`src/design/adc_ctrl_params.svh`:
```
// Offsets, field positions, reset values, source codes and channel count of the converter control block.
// Assumes a byte-wide register port; each register sits at its own index.
// Summary of operation
// - Alignment 0: bits 11..4 high, 3..0 low-top
// - Alignment 1: bits 11..8 high-low, 7..0 low
// - Unused result bit positions read zero
// - Disabled converter keeps result registers unchanged
// - Start bit high then low starts conversion
// - Start bit high holds conversion in reset
// - Busy set on start, cleared on completion
// - Busy bit read-only, writes ignored
// - Enable bit powers converter on or off
// - Channel codes 8..15 connect nothing
// - Source field picks external or internal signal
// - 001 bandgap, 010 overcurrent, 011/100 ground
// - Analog pin loses digital function and pull-high
// - One converter, one source at a time
// - Clock field divides system clock 1..128
// - Completion raises converter interrupt request
`ifndef ADC_CTRL_PARAMS_SVH
`define ADC_CTRL_PARAMS_SVH

`define ADR_RESULT_LOW      3'h0
`define ADR_RESULT_HIGH     3'h1
`define ADR_CONTROL_PRIMARY 3'h2
`define ADR_CONTROL_SECOND  3'h3
`define ADR_IRQ_STATUS      3'h4
`define ADR_IRQ_MASK        3'h5

`define BIT_START           7
`define BIT_BUSY            6
`define BIT_ENABLE          5
`define BIT_ALIGN           4

`define RST_CONTROL_PRIMARY 8'h00
`define RST_CONTROL_SECOND  8'h00
`define RST_RESULT          8'h00
`define RST_IRQ             8'h00

`define SRC_BANDGAP         3'h1
`define SRC_OVERCURRENT     3'h2
`define SRC_GROUND_A        3'h3
`define SRC_GROUND_B        3'h4

`define NUM_EXT_CHANNELS    8

`endif

```
`src/design/adc_ctrl_pkg.sv`:
```
// Types shared by the converter control block.
// Assumes the params header is included by users that need constants.
package adc_ctrl_pkg;

    // Selection of the converter input multiplexer
    typedef enum logic [1:0] {
        MUX_EXTERNAL,
        MUX_BANDGAP,
        MUX_OVERCURRENT,
        MUX_GROUND
    } mux_source_type;

    // Request from the control logic to the analog core
    typedef struct packed {
        logic           power_on;
        logic           hold_reset;
        logic           start;
        logic [2:0]     clock_divider;
        mux_source_type source;
        logic           ext_valid;
        logic [2:0]     ext_channel;
    } core_req_type;

    // Answer from the analog core
    typedef struct packed {
        logic        done;
        logic [11:0] result;
    } core_rsp_type;

endpackage

```
`src/design/adc_control_registers.sv`:
```
// Register file and sequencing for a shared 12-bit converter.
// Assumes the analog core answers on clk_sys with a one-cycle done pulse and result.
//
// Strobed register access and the register offsets were chosen for this implementation.
`timescale 1ns/100ps
`include "adc_ctrl_params.svh"

module adc_control_registers #(
    parameter int NUM_PINS = `NUM_EXT_CHANNELS
) (
    input  wire logic                        clk_sys,
    input  wire logic                        srst,
    input  wire logic [2:0]                  reg_addr,
    input  wire logic [7:0]                  reg_wdata,
    input  wire logic                        reg_wr,
    input  wire logic                        reg_rd,
    output logic [7:0]                       reg_rdata,
    output adc_ctrl_pkg::core_req_type       core_req,
    input  wire adc_ctrl_pkg::core_rsp_type  core_rsp,
    output logic                             conv_clk_en,
    output logic [NUM_PINS-1:0]              analog_pin_sel,
    output logic                             irq
);
    import adc_ctrl_pkg::*;

    ////////////////////////////////////////////////////////////////////////////////
    // State

    typedef enum logic [1:0] {
        ST_IDLE,
        ST_ARMED,
        ST_CONVERT
    } conv_state_type;

    conv_state_type state_r;
    conv_state_type state_nxt;
    logic [7:0]     ctl_primary_r;
    logic [7:0]     ctl_second_r;
    logic [7:0]     res_low_r;
    logic [7:0]     res_high_r;
    logic           irq_status_r;
    logic           irq_mask_r;
    logic [6:0]     div_cnt_r;
    logic           start_prev_r;
    logic [7:0]     rdata_r;
    core_req_type   req_r;
    logic           clk_en_r;
    logic [NUM_PINS-1:0] pin_sel_r;
    logic           irq_r;

    ////////////////////////////////////////////////////////////////////////////////
    // Decode

    wire logic       wr_primary   = reg_wr && (reg_addr == `ADR_CONTROL_PRIMARY);
    wire logic       wr_second    = reg_wr && (reg_addr == `ADR_CONTROL_SECOND);
    wire logic       wr_status    = reg_wr && (reg_addr == `ADR_IRQ_STATUS);
    wire logic       wr_mask      = reg_wr && (reg_addr == `ADR_IRQ_MASK);
    wire logic       start_bit    = ctl_primary_r[`BIT_START];
    wire logic       enable_bit   = ctl_primary_r[`BIT_ENABLE];
    wire logic       align_bit    = ctl_primary_r[`BIT_ALIGN];
    wire logic [3:0] ext_sel      = ctl_primary_r[3:0];
    wire logic [2:0] src_sel      = ctl_second_r[7:5];
    wire logic [2:0] clk_sel      = ctl_second_r[2:0];
    wire logic       start_fall   = start_prev_r && !start_bit;
    wire logic       busy         = (state_r == ST_CONVERT);
    wire logic       core_done    = busy && core_rsp.done && enable_bit;
    wire logic [11:0] res         = core_rsp.result;

    // Busy bit comes from the sequencer, never from the written byte
    wire logic [7:0] primary_wr_val = {reg_wdata[7], 1'b0, reg_wdata[5:0]};
    wire logic [7:0] primary_view   = {ctl_primary_r[7], busy, ctl_primary_r[5:0]};

    // Result packing per alignment; unused positions are zero
    wire logic [7:0] pack_high = align_bit ? {4'h0, res[11:8]} : res[11:4];
    wire logic [7:0] pack_low  = align_bit ? res[7:0] : {res[3:0], 4'h0};

    // Input multiplexer: one source reaches the single converter
    wire logic       src_bg    = (src_sel == `SRC_BANDGAP);
    wire logic       src_oc    = (src_sel == `SRC_OVERCURRENT);
    wire logic       src_gnd   = (src_sel == `SRC_GROUND_A) || (src_sel == `SRC_GROUND_B);
    wire mux_source_type mux_sel = src_bg ? MUX_BANDGAP :
                                   src_oc ? MUX_OVERCURRENT :
                                   src_gnd ? MUX_GROUND : MUX_EXTERNAL;
    wire logic       ext_ok    = (mux_sel == MUX_EXTERNAL) && !ext_sel[3];

    // Divider terminal count: divide by 2^clk_sel
    wire logic [6:0] div_mask  = 7'((8'h01 << clk_sel) - 8'h01);
    wire logic       div_tick  = ((div_cnt_r & div_mask) == div_mask);

    // Read mux, unmapped addresses read zero
    logic [7:0] rdata_nxt;
    always_comb begin
        case (reg_addr)
            `ADR_RESULT_LOW:      rdata_nxt = res_low_r;
            `ADR_RESULT_HIGH:     rdata_nxt = res_high_r;
            `ADR_CONTROL_PRIMARY: rdata_nxt = primary_view;
            `ADR_CONTROL_SECOND:  rdata_nxt = ctl_second_r;
            `ADR_IRQ_STATUS:      rdata_nxt = {7'h00, irq_status_r};
            `ADR_IRQ_MASK:        rdata_nxt = {7'h00, irq_mask_r};
            default:              rdata_nxt = 8'h00;
        endcase
    end

    ////////////////////////////////////////////////////////////////////////////////
    // Conversion sequencer

    always_comb begin
        state_nxt = state_r;
        case (state_r)
            ST_IDLE: begin
                if (start_bit) begin
                    state_nxt = ST_ARMED;
                end
            end
            ST_ARMED: begin
                if (start_fall && enable_bit) begin
                    state_nxt = ST_CONVERT;
                end else if (!start_bit) begin
                    state_nxt = ST_IDLE;
                end
            end
            ST_CONVERT: begin
                if (start_bit) begin
                    state_nxt = ST_ARMED;
                end else if (core_done || !enable_bit) begin
                    state_nxt = ST_IDLE;
                end
            end
            default: state_nxt = ST_IDLE;
        endcase
    end

    // Registers and sequencer state
    always_ff @(posedge clk_sys) begin
        if (srst) begin
            state_r       <= ST_IDLE;
            ctl_primary_r <= `RST_CONTROL_PRIMARY;
            ctl_second_r  <= `RST_CONTROL_SECOND;
            start_prev_r  <= 1'b0;
        end else begin
            state_r      <= state_nxt;
            start_prev_r <= start_bit;
            if (wr_primary) begin
                ctl_primary_r <= primary_wr_val;
            end
            if (wr_second) begin
                ctl_second_r <= reg_wdata;
            end
        end
    end

    // Result capture in the completion cycle, held while disabled
    always_ff @(posedge clk_sys) begin
        if (srst) begin
            res_low_r  <= `RST_RESULT;
            res_high_r <= `RST_RESULT;
        end else if (core_done) begin
            res_low_r  <= pack_low;
            res_high_r <= pack_high;
        end
    end

    // Completion interrupt: set wins over write-one-to-clear
    always_ff @(posedge clk_sys) begin
        if (srst) begin
            irq_status_r <= 1'b0;
            irq_mask_r   <= 1'b0;
        end else begin
            irq_status_r <= core_done || (irq_status_r && !(wr_status && reg_wdata[0]));
            if (wr_mask) begin
                irq_mask_r <= reg_wdata[0];
            end
        end
    end

    // Conversion clock divider, restarted while held in reset
    always_ff @(posedge clk_sys) begin
        if (srst || start_bit || !enable_bit) begin
            div_cnt_r <= 7'h00;
        end else begin
            div_cnt_r <= div_cnt_r + 7'h01;
        end
    end

    ////////////////////////////////////////////////////////////////////////////////
    // Output flops

    core_req_type req_nxt;
    always_comb begin
        req_nxt.power_on      = enable_bit;
        req_nxt.hold_reset    = start_bit;
        req_nxt.start         = (state_r == ST_ARMED) && (state_nxt == ST_CONVERT);
        req_nxt.clock_divider = clk_sel;
        req_nxt.source        = mux_sel;
        req_nxt.ext_valid     = ext_ok;
        req_nxt.ext_channel   = ext_sel[2:0];
    end

    // Pin ownership: a selected analog pin drops its digital role and pull-high
    logic [NUM_PINS-1:0] pin_sel_nxt;
    genvar g;
    generate
        for (g = 0; g < NUM_PINS; g++) begin : g_pin
            assign pin_sel_nxt[g] = enable_bit && ext_ok && (ext_sel[2:0] == 3'(g));
        end
    endgenerate

    always_ff @(posedge clk_sys) begin
        if (srst) begin
            rdata_r   <= 8'h00;
            req_r     <= '0;
            clk_en_r  <= 1'b0;
            pin_sel_r <= '0;
            irq_r     <= 1'b0;
        end else begin
            rdata_r   <= reg_rd ? rdata_nxt : 8'h00;
            req_r     <= req_nxt;
            clk_en_r  <= div_tick && enable_bit && !start_bit;
            pin_sel_r <= pin_sel_nxt;
            irq_r     <= (irq_status_r && irq_mask_r) || (core_done && irq_mask_r);
        end
    end

    assign reg_rdata      = rdata_r;
    assign core_req       = req_r;
    assign conv_clk_en    = clk_en_r;
    assign analog_pin_sel = pin_sel_r;
    assign irq            = irq_r;

endmodule

```
`config.mk`:
```
export PLATFORM = sky130hd
export DESIGN_NAME = adc_control_registers
export DESIGN_NICKNAME = d
export VERILOG_FILES = /design/src/design/adc_ctrl_pkg.sv /design/src/design/adc_control_registers.sv
export VERILOG_INCLUDE_DIRS = /design/src /design/src/design
export SDC_FILE = /design/constraint.sdc
export NUM_CORES = 1
export LEC_CHECK = 0
export BUFFER_PORTS_ARGS = -buffer_cell sky130_fd_sc_hd__clkbuf_2
export CORE_MARGIN = 2
export CORE_UTILIZATION = 51
export CTS_BUF_LIST = sky130_fd_sc_hd__clkbuf_8
export DETAILED_ROUTE_END_ITERATION = 12
export MAX_ROUTING_LAYER = met4
export PLACE_DENSITY = 0.78
export SLEW_MARGIN = 20
export SYNTH_ARGS = -nofsm -noshare
export SYNTH_HDL_FRONTEND = slang
export SYNTH_SLANG_ARGS = --single-unit
```
`constraint.sdc`:
```
create_clock -name clk_sys -period 1.65 [get_ports clk_sys]
set_input_delay 0.165 -clock clk_sys [delete_from_list [all_inputs] [get_ports clk_sys]]
set_output_delay 0.165 -clock clk_sys [all_outputs]
set_load 0.01 [all_outputs]
```
* Yosys cells after proc, flatten, opt, wreduce, memory -nomap -nowiden *
Index checks and enable logic that the tools add are counted.

storage, ports and cells
  word-level logic and storage cells = 96
  input port bits = 28
  register bits after elaboration = 72
  output and inout bits = 30

operators by class
  equality and inequality tests = 20
  bitwise logic cells = 2
  multiplexer cells = 12
  shift-type cells = 1
  $add $sub $neg = 2
  reduce and logical (&&, ||, !) cells = 40

operator list
  operator                                                               number
  8-bit one-hot mux with 6 select lines                                  1
  1-bit logical AND                                                      25
  3-bit equality test, second input constant                             7
  3-bit by 2-bit equality test with 1-bit output, second input constant  6
  2-bit 2-to-1 mux                                                       8
  8-bit 2-to-1 mux                                                       2
  3-bit by 1-bit equality test with 1-bit output, second input constant  3
  7-bit by 1-bit adder with 7-bit output, second input constant          1
  7-bit AND                                                              1
  7-bit equality test                                                    1
  1-bit by 3-bit << shifter with 7-bit output, first input constant      1
  7-bit by 1-bit subtractor with 7-bit output, second input constant     1
  3-bit logical NOT                                                      2
  1-bit logical OR                                                       6
  2-bit one-hot mux with 3 select lines                                  1
  2-bit equality test, second input constant                             2
  1-bit logical NOT                                                      4
  2-bit logical NOT                                                      2
  2-bit by 1-bit equality test with 1-bit output, second input constant  1
  2-bit OR reduction                                                     1
  1-bit NOT                                                              1

* Logic depth before layout (Yosys ltp) *
  depth after elaboration = 9
  gate-level depth with buffers = 8

* Worst setup path before layout *
OpenSTA, ideal clock, no wires.

  path kind = register to register
  start = register ctl_second_r[0]
  end = register clk_en_r, in the netlist conv_clk_en
  slack = 0.003 ns
  clock period less this slack = 1.647 ns
  arrival = 1.562 ns
  cell stages (with the launch flop) = 8
  path buffers = 1
  cells stage by stage = dfxtp_1 clkbuf_1 or3_1 ha_1 and2_1 o21ai_1 a21oi_1 a211oi_1

on the way
  longest elaborated chain between the ends = 6

ends and longest elaborated chain
  element                                        line                          RTL
  start: declaration                             adc_control_registers.sv:38   logic [7:0] ctl_second_r;
  start signal: assignment                       adc_control_registers.sv:138  ctl_second_r <= `RST_CONTROL_SECOND;
  start signal: assignment                       adc_control_registers.sv:147  ctl_second_r <= reg_wdata;
  1-bit by 3-bit << shifter with 7-bit output *  adc_control_registers.sv:87   wire logic [6:0] div_mask = 7'((8'h01 << clk_sel) - 8'h01);
  7-bit by 1-bit subtractor with 7-bit output *  adc_control_registers.sv:87
  7-bit AND                                      adc_control_registers.sv:88   wire logic div_tick = ((div_cnt_r & div_mask) == div_mask);
  7-bit equality test *                          adc_control_registers.sv:88
  1-bit logical AND * (2 in series)              adc_control_registers.sv:218  clk_en_r <= div_tick && enable_bit && !start_bit;
  end signal: assignment                         adc_control_registers.sv:218
  end: declaration                               adc_control_registers.sv:47   logic clk_en_r;

Every way passes the cells marked *; elsewhere a longest branch is shown, timed or not.
A chain may end at the register's enable or synchronous reset.

* Worst setup path after layout *
  start = register ctl_second_r[7]
  end = register pin_sel_r[3], in the netlist analog_pin_sel[3]

on the way
  longest elaborated chain between the ends = 9
  elaborated cells between the ends (all ways) = 12
  classes of those cells = eq/ne: 4; mux: 3; reduce/logical: 5

ends and longest elaborated chain
  element                                                                                                        line                          RTL
  3-bit by 2-bit equality test with 1-bit output (no source line) / 3-bit equality test (equally long branches)  n/a
  1-bit logical OR                                                                                               adc_control_registers.sv:80   wire logic src_gnd = (src_sel == `SRC_GROUND_A) || (src_sel == `SRC_GROUND_B);
  2-bit 2-to-1 mux                                                                                               adc_control_registers.sv:83   src_gnd ? MUX_GROUND : MUX_EXTERNAL;
  2-bit 2-to-1 mux                                                                                               adc_control_registers.sv:82   src_oc ? MUX_OVERCURRENT :
  2-bit 2-to-1 mux *                                                                                             adc_control_registers.sv:81   wire mux_source_type mux_sel = src_bg ? MUX_BANDGAP :
  2-bit logical NOT *                                                                                            adc_control_registers.sv:84   wire logic ext_ok = (mux_sel == MUX_EXTERNAL) && !ext_sel[3];
  1-bit logical AND *                                                                                            adc_control_registers.sv:84
  1-bit logical AND * (2 in series)                                                                              adc_control_registers.sv:204  assign pin_sel_nxt[g] = enable_bit && ext_ok && (ext_sel[2:0] == 3'(g));
  end signal: assignment                                                                                         adc_control_registers.sv:219  pin_sel_r <= pin_sel_nxt;
  end: declaration                                                                                               adc_control_registers.sv:48   logic [NUM_PINS-1:0] pin_sel_r;

Marks and branches as above.

==> results.md <==
- Counting tap cells, the placed design contains a total of approximately 430 instances.
- The flip-flop and latch count after synthesis is 72.
- The overall global routing resource usage is 21.1%.
- The final core area utilization is about 65%.
- Power spread over the standard cell area amounts to 1110 nW/um2.
- For this run, the slowest stage of the critical path takes approximately 0.40 ns.
- The hold path depth is 3.
- The fraction of layout instances using a drive strength above 1 is 24.8%.
- The area of the die is roughly 6400 um2.
- 58 I/O pins were placed.
- The classification of the worst-slack hold path is primary input to flop.
- The CTS clock-pin slew for the worst setup and hold paths is roughly 0.07 ns.
- The via count of the first global-routing pass is about 2100.
- The count of placed standard cells in the final layout, fillers left out is between 400 and 500.
- The die is about 80 um wide.
- For this run, the number of Yosys warnings is 0.
- The net count after synthesis is roughly 350.
- The count of pins over their slew limit is 0.
- The mean instance size in the synthesized netlist is 9.39 um2.
- Combinational logic burns 4.9% of the power.
- The wire-length estimate of the detail-placed layout is 4430 um.
- The endpoint of the worst hold-timing path is ctl_second_r[5].
- Counting I/O delays and the setup requirement, the final critical path takes roughly 1.5 ns.
- Summed over all layers, the routed wires come to between 6000 and 7000 um.
- For this run, the register share of the synthesized area comes to between 40% and 50%.
- The number of filler cells placed in the layout is about 450.
- Setup slack on the worst reg-to-reg path comes out at 0.11 ns.
- By startpoint and endpoint, the worst setup path is classified as flop to flop.
- The worst slew margin relative to its limit is 73.3%.
- The combined area of all synthesized cells is ~3000 um2.
- The CTS sink count is 72.
- The first detailed-routing pass ran for 4 iterations.
- The buffer levels on the longest clock path is 2.
- The residual DRC count is 0.
- The internal power of the cells totals 3.23 mW.
- In the final design database the tool counted 400 nets.
- At the pin with the least slew margin, the transition time is 0.400 ns.
- The share of total power dissipated in sequential elements is ~44%.
- The number of max-cap violations is 0.
- The library cell used as clock root buffer is clkbuf_8.
- The worst-case clock skew is 0.00629 ns.
- The post-route setup TNS is 0 ns.
- The number of violations reported at the end of detailed-routing iteration 0 is between 150 and 200.
- Clock tree synthesis inserted a total of 9 buffers.
- TritonCTS built the clock tree.
- In the layout the commonest cells are dfxtp_1, clkbuf_2, nor2_1, nand2_1, mux2i_1.
- Compared with the post-synthesis result, the final layout area differs by 21.7%.
- Summing all non-filler instances in the final layout gives an area of ~3600 um2.
- In the final routed layout, each cell accounts on average for approximately 14 um.
- The standard-cell row count is 27.
- Based on the critical path, the design can be clocked at up to 0.649 GHz.
- The placed instances occupy a cell area of ~3300 um2.
- The worst register-to-register path begins at ctl_second_r[7].
- Across all hold checks on the routed design, the worst slack comes to 0.0612 ns.
- The clock network fraction of total power is 51.0%.
- The slowest library cell on the worst path is or3_1.
- The source of the worst hold timing path is reg_wdata[5].
- The total of endpoints with negative setup slack in the final report is 0.
- At the worst endpoint, the arrival time is between 1.5 and 2 ns.
- The number of nets with antenna violations after detailed routing is 0.
- The number of cells on the worst reg-to-reg path is 4.
- The required arrival time at the worst endpoint is 1.90 ns.
- The initial antenna violation count is 0.
- The post-route worst setup slack is around 0.11 ns.
- Summed over all layers, the global routing overflow is 0.
- At the end of routability-driven placement, the weighted congestion stood at between 0.8 and 0.9.
- Setup repair after global routing left no endpoint under its margin.
- The later pin in the worst-skew pair is clocked with a latency of 0.35 ns.
- The floorplan step defined a core boundary enclosing approximately 5600 um2.
- The number of input and output port buffers inserted is 57.
- The startpoint class of the critical path is a flop.
- The switching power is between 700 and 800 uW.
- The vertical die dimension is ~80 um.
- In the routed layout, each cell is associated on average with a via count of approximately 5.3.
- The quantity of hold-fixing buffers added after cts is 0.
- The maximum vdd drop is a little under 600 uV.
- The H-tree was split into 3 levels.
- In this run the static leakage power is between 1 and 1.5 nW.
- The initial utilization of the core area, before any placement, comes to 53.2%.
- At the placement stage, the worst setup path has a slack of around 0.074 ns.
- The final antenna diode count is 0.
- The final number of hold-violating endpoints is 0.
- After technology mapping, the gate count stands at roughly 320.
- The critical path goes through or3_1 -> a21oi_2 -> nand2_1 -> nor3_1.
- The largest net degree at the start of global routing is 38.
- The most common cell after layout, fill and taps aside is dfxtp_1.
- The via count of the routed design is 2368.
- The capturing point of the worst reg2reg path is analog_pin_sel[3].
- In this run switching power makes up approximately a fifth of total power.
- STA classifies the critical path endpoint as a flop.
- The post-layout total power is between 3 and 4 mW.
- The netlist uses 45 different library cells.
- The final critical path takes up 93.4% of the cycle.
- In this run the worst path has a maximum fanout of 7.
- The first global-routing pass estimated around 9800 um of wire.
- The flow ran to the end, and the final reports show no timing, DRC or antenna violations.
critical path, delay by kind of cell (launching register included):
family | cells | cell delay, ns
compound gates | 1 | 0.24
simple gates | 3 | 0.85
flops | 1 | 0.36
routing by layer:
layer / vias to the layer above / GRT usage [%] / wire length (um)
li1: 1195 / - / -
met1: 1101 / 27.0 / 2980
met2: 56 / 31.0 / 2870
met3: 16 / 4.27 / 223
met4: 0 / 12.5 / 166
met5: - / - / 0
registers in the layout (all words and copies together) (netlist names):
| register | cells |
|---|---|
| res_low_r | 8 |
| ctl_second_r | 8 |
| state_r | 2 |
| div_cnt_r | 7 |
| ctl_primary_r | 7 |
| core_req | 12 |
| irq_status_r | 1 |
| res_high_r | 8 |
| reg_rdata | 8 |
| irq_mask_r | 1 |
| irq | 1 |
| analog_pin_sel | 8 |
| conv_clk_en | 1 |
cell type report:
class | instances | area (um2) | share of cell area [%]
clock buffers | 11 | 151 | 4.19
clock inverters | 5 | 150 | 4.16
inverters | 3 | 11.3 | 0.312
multi-input cells | 218 | 1390 | 38.4
flip-flops and latches | 72 | 1440 | 39.9
well taps | 72 | 90.1 | 2.50
repair buffers | 66 | 378 | 10.5
Yosys cell counts (all sizes together):
cell	instances	area [um2]
dfxtp	72	1440
nand2	32	120
nor2	32	120
mux2i	31	310
a21oi	22	114
buf	17	106
nand3	12	60.1
nor2b	11	71.3
a211oi	10	80.1
and2	9	56.3
nand2b	9	66.3
o22ai	8	50.1
clkbuf	6	22.5
nand3b	6	45.0
nor3	5	25.0
o21ai	4	20.0
and3	3	18.8
inv	3	11.3
xnor2	3	26.3
a21boi	2	15.0
ha	2	25.0
nor3b	2	15.0
nor4	2	25.0
or3	2	12.5
xor2	2	17.5
a22o	1	8.76
a2bb2oi	1	8.76
and3b	1	8.76
mux2	1	11.3
mux4	1	22.5
nand4b	1	8.76
o2111ai	1	8.76
o21a	1	7.51
or2	1	6.26
power groups by stage:
stage / Clock [mW] / Sequential (mW) / Combinational (mW)
floorplan: 0 / 1.80 / 0.118
global placement: 0 / 1.80 / 0.191
detailed placement: 0 / 1.80 / 0.193
CTS: 2.06 / 1.76 / 0.196
global route: 2.12 / 1.77 / 0.215
finish: 2.04 / 1.76 / 0.196
logic make-up after synthesis:
kind of cell	after synthesis	synth area share, %
mux	33	11.6
compound gates	50	10.5
buf+inv	26	4.72
simple gates	128	22.2
fa+ha+maj	2	0.843
flops	72	48.6
xor+xnor	5	1.48
worst max path at each step:
| stage | from | slack, ns | endpoint | cells past startpoint |
|---|---|---|---|---|
| floorplan | ctl_second_r[0] | 0.003 | conv_clk_en | 7 |
| global placement | ctl_second_r[0] | 0.13 | conv_clk_en | 6 |
| detailed placement | ctl_second_r[0] | 0.07 | conv_clk_en | 6 |
| CTS | ctl_second_r[0] | 0.05 | conv_clk_en | 6 |
| global route | ctl_second_r[7] | 0.01 | analog_pin_sel[3] | 4 |
| finish | ctl_second_r[7] | 0.11 | analog_pin_sel[3] | 4 |
what timing repair did:
item                                    CTS  global route
gates resized for setup                   0             1
endpoints found under the setup margin    0             1
setup buffers                             0             0
No activity file was read; power rests on OpenSTA's default activity.
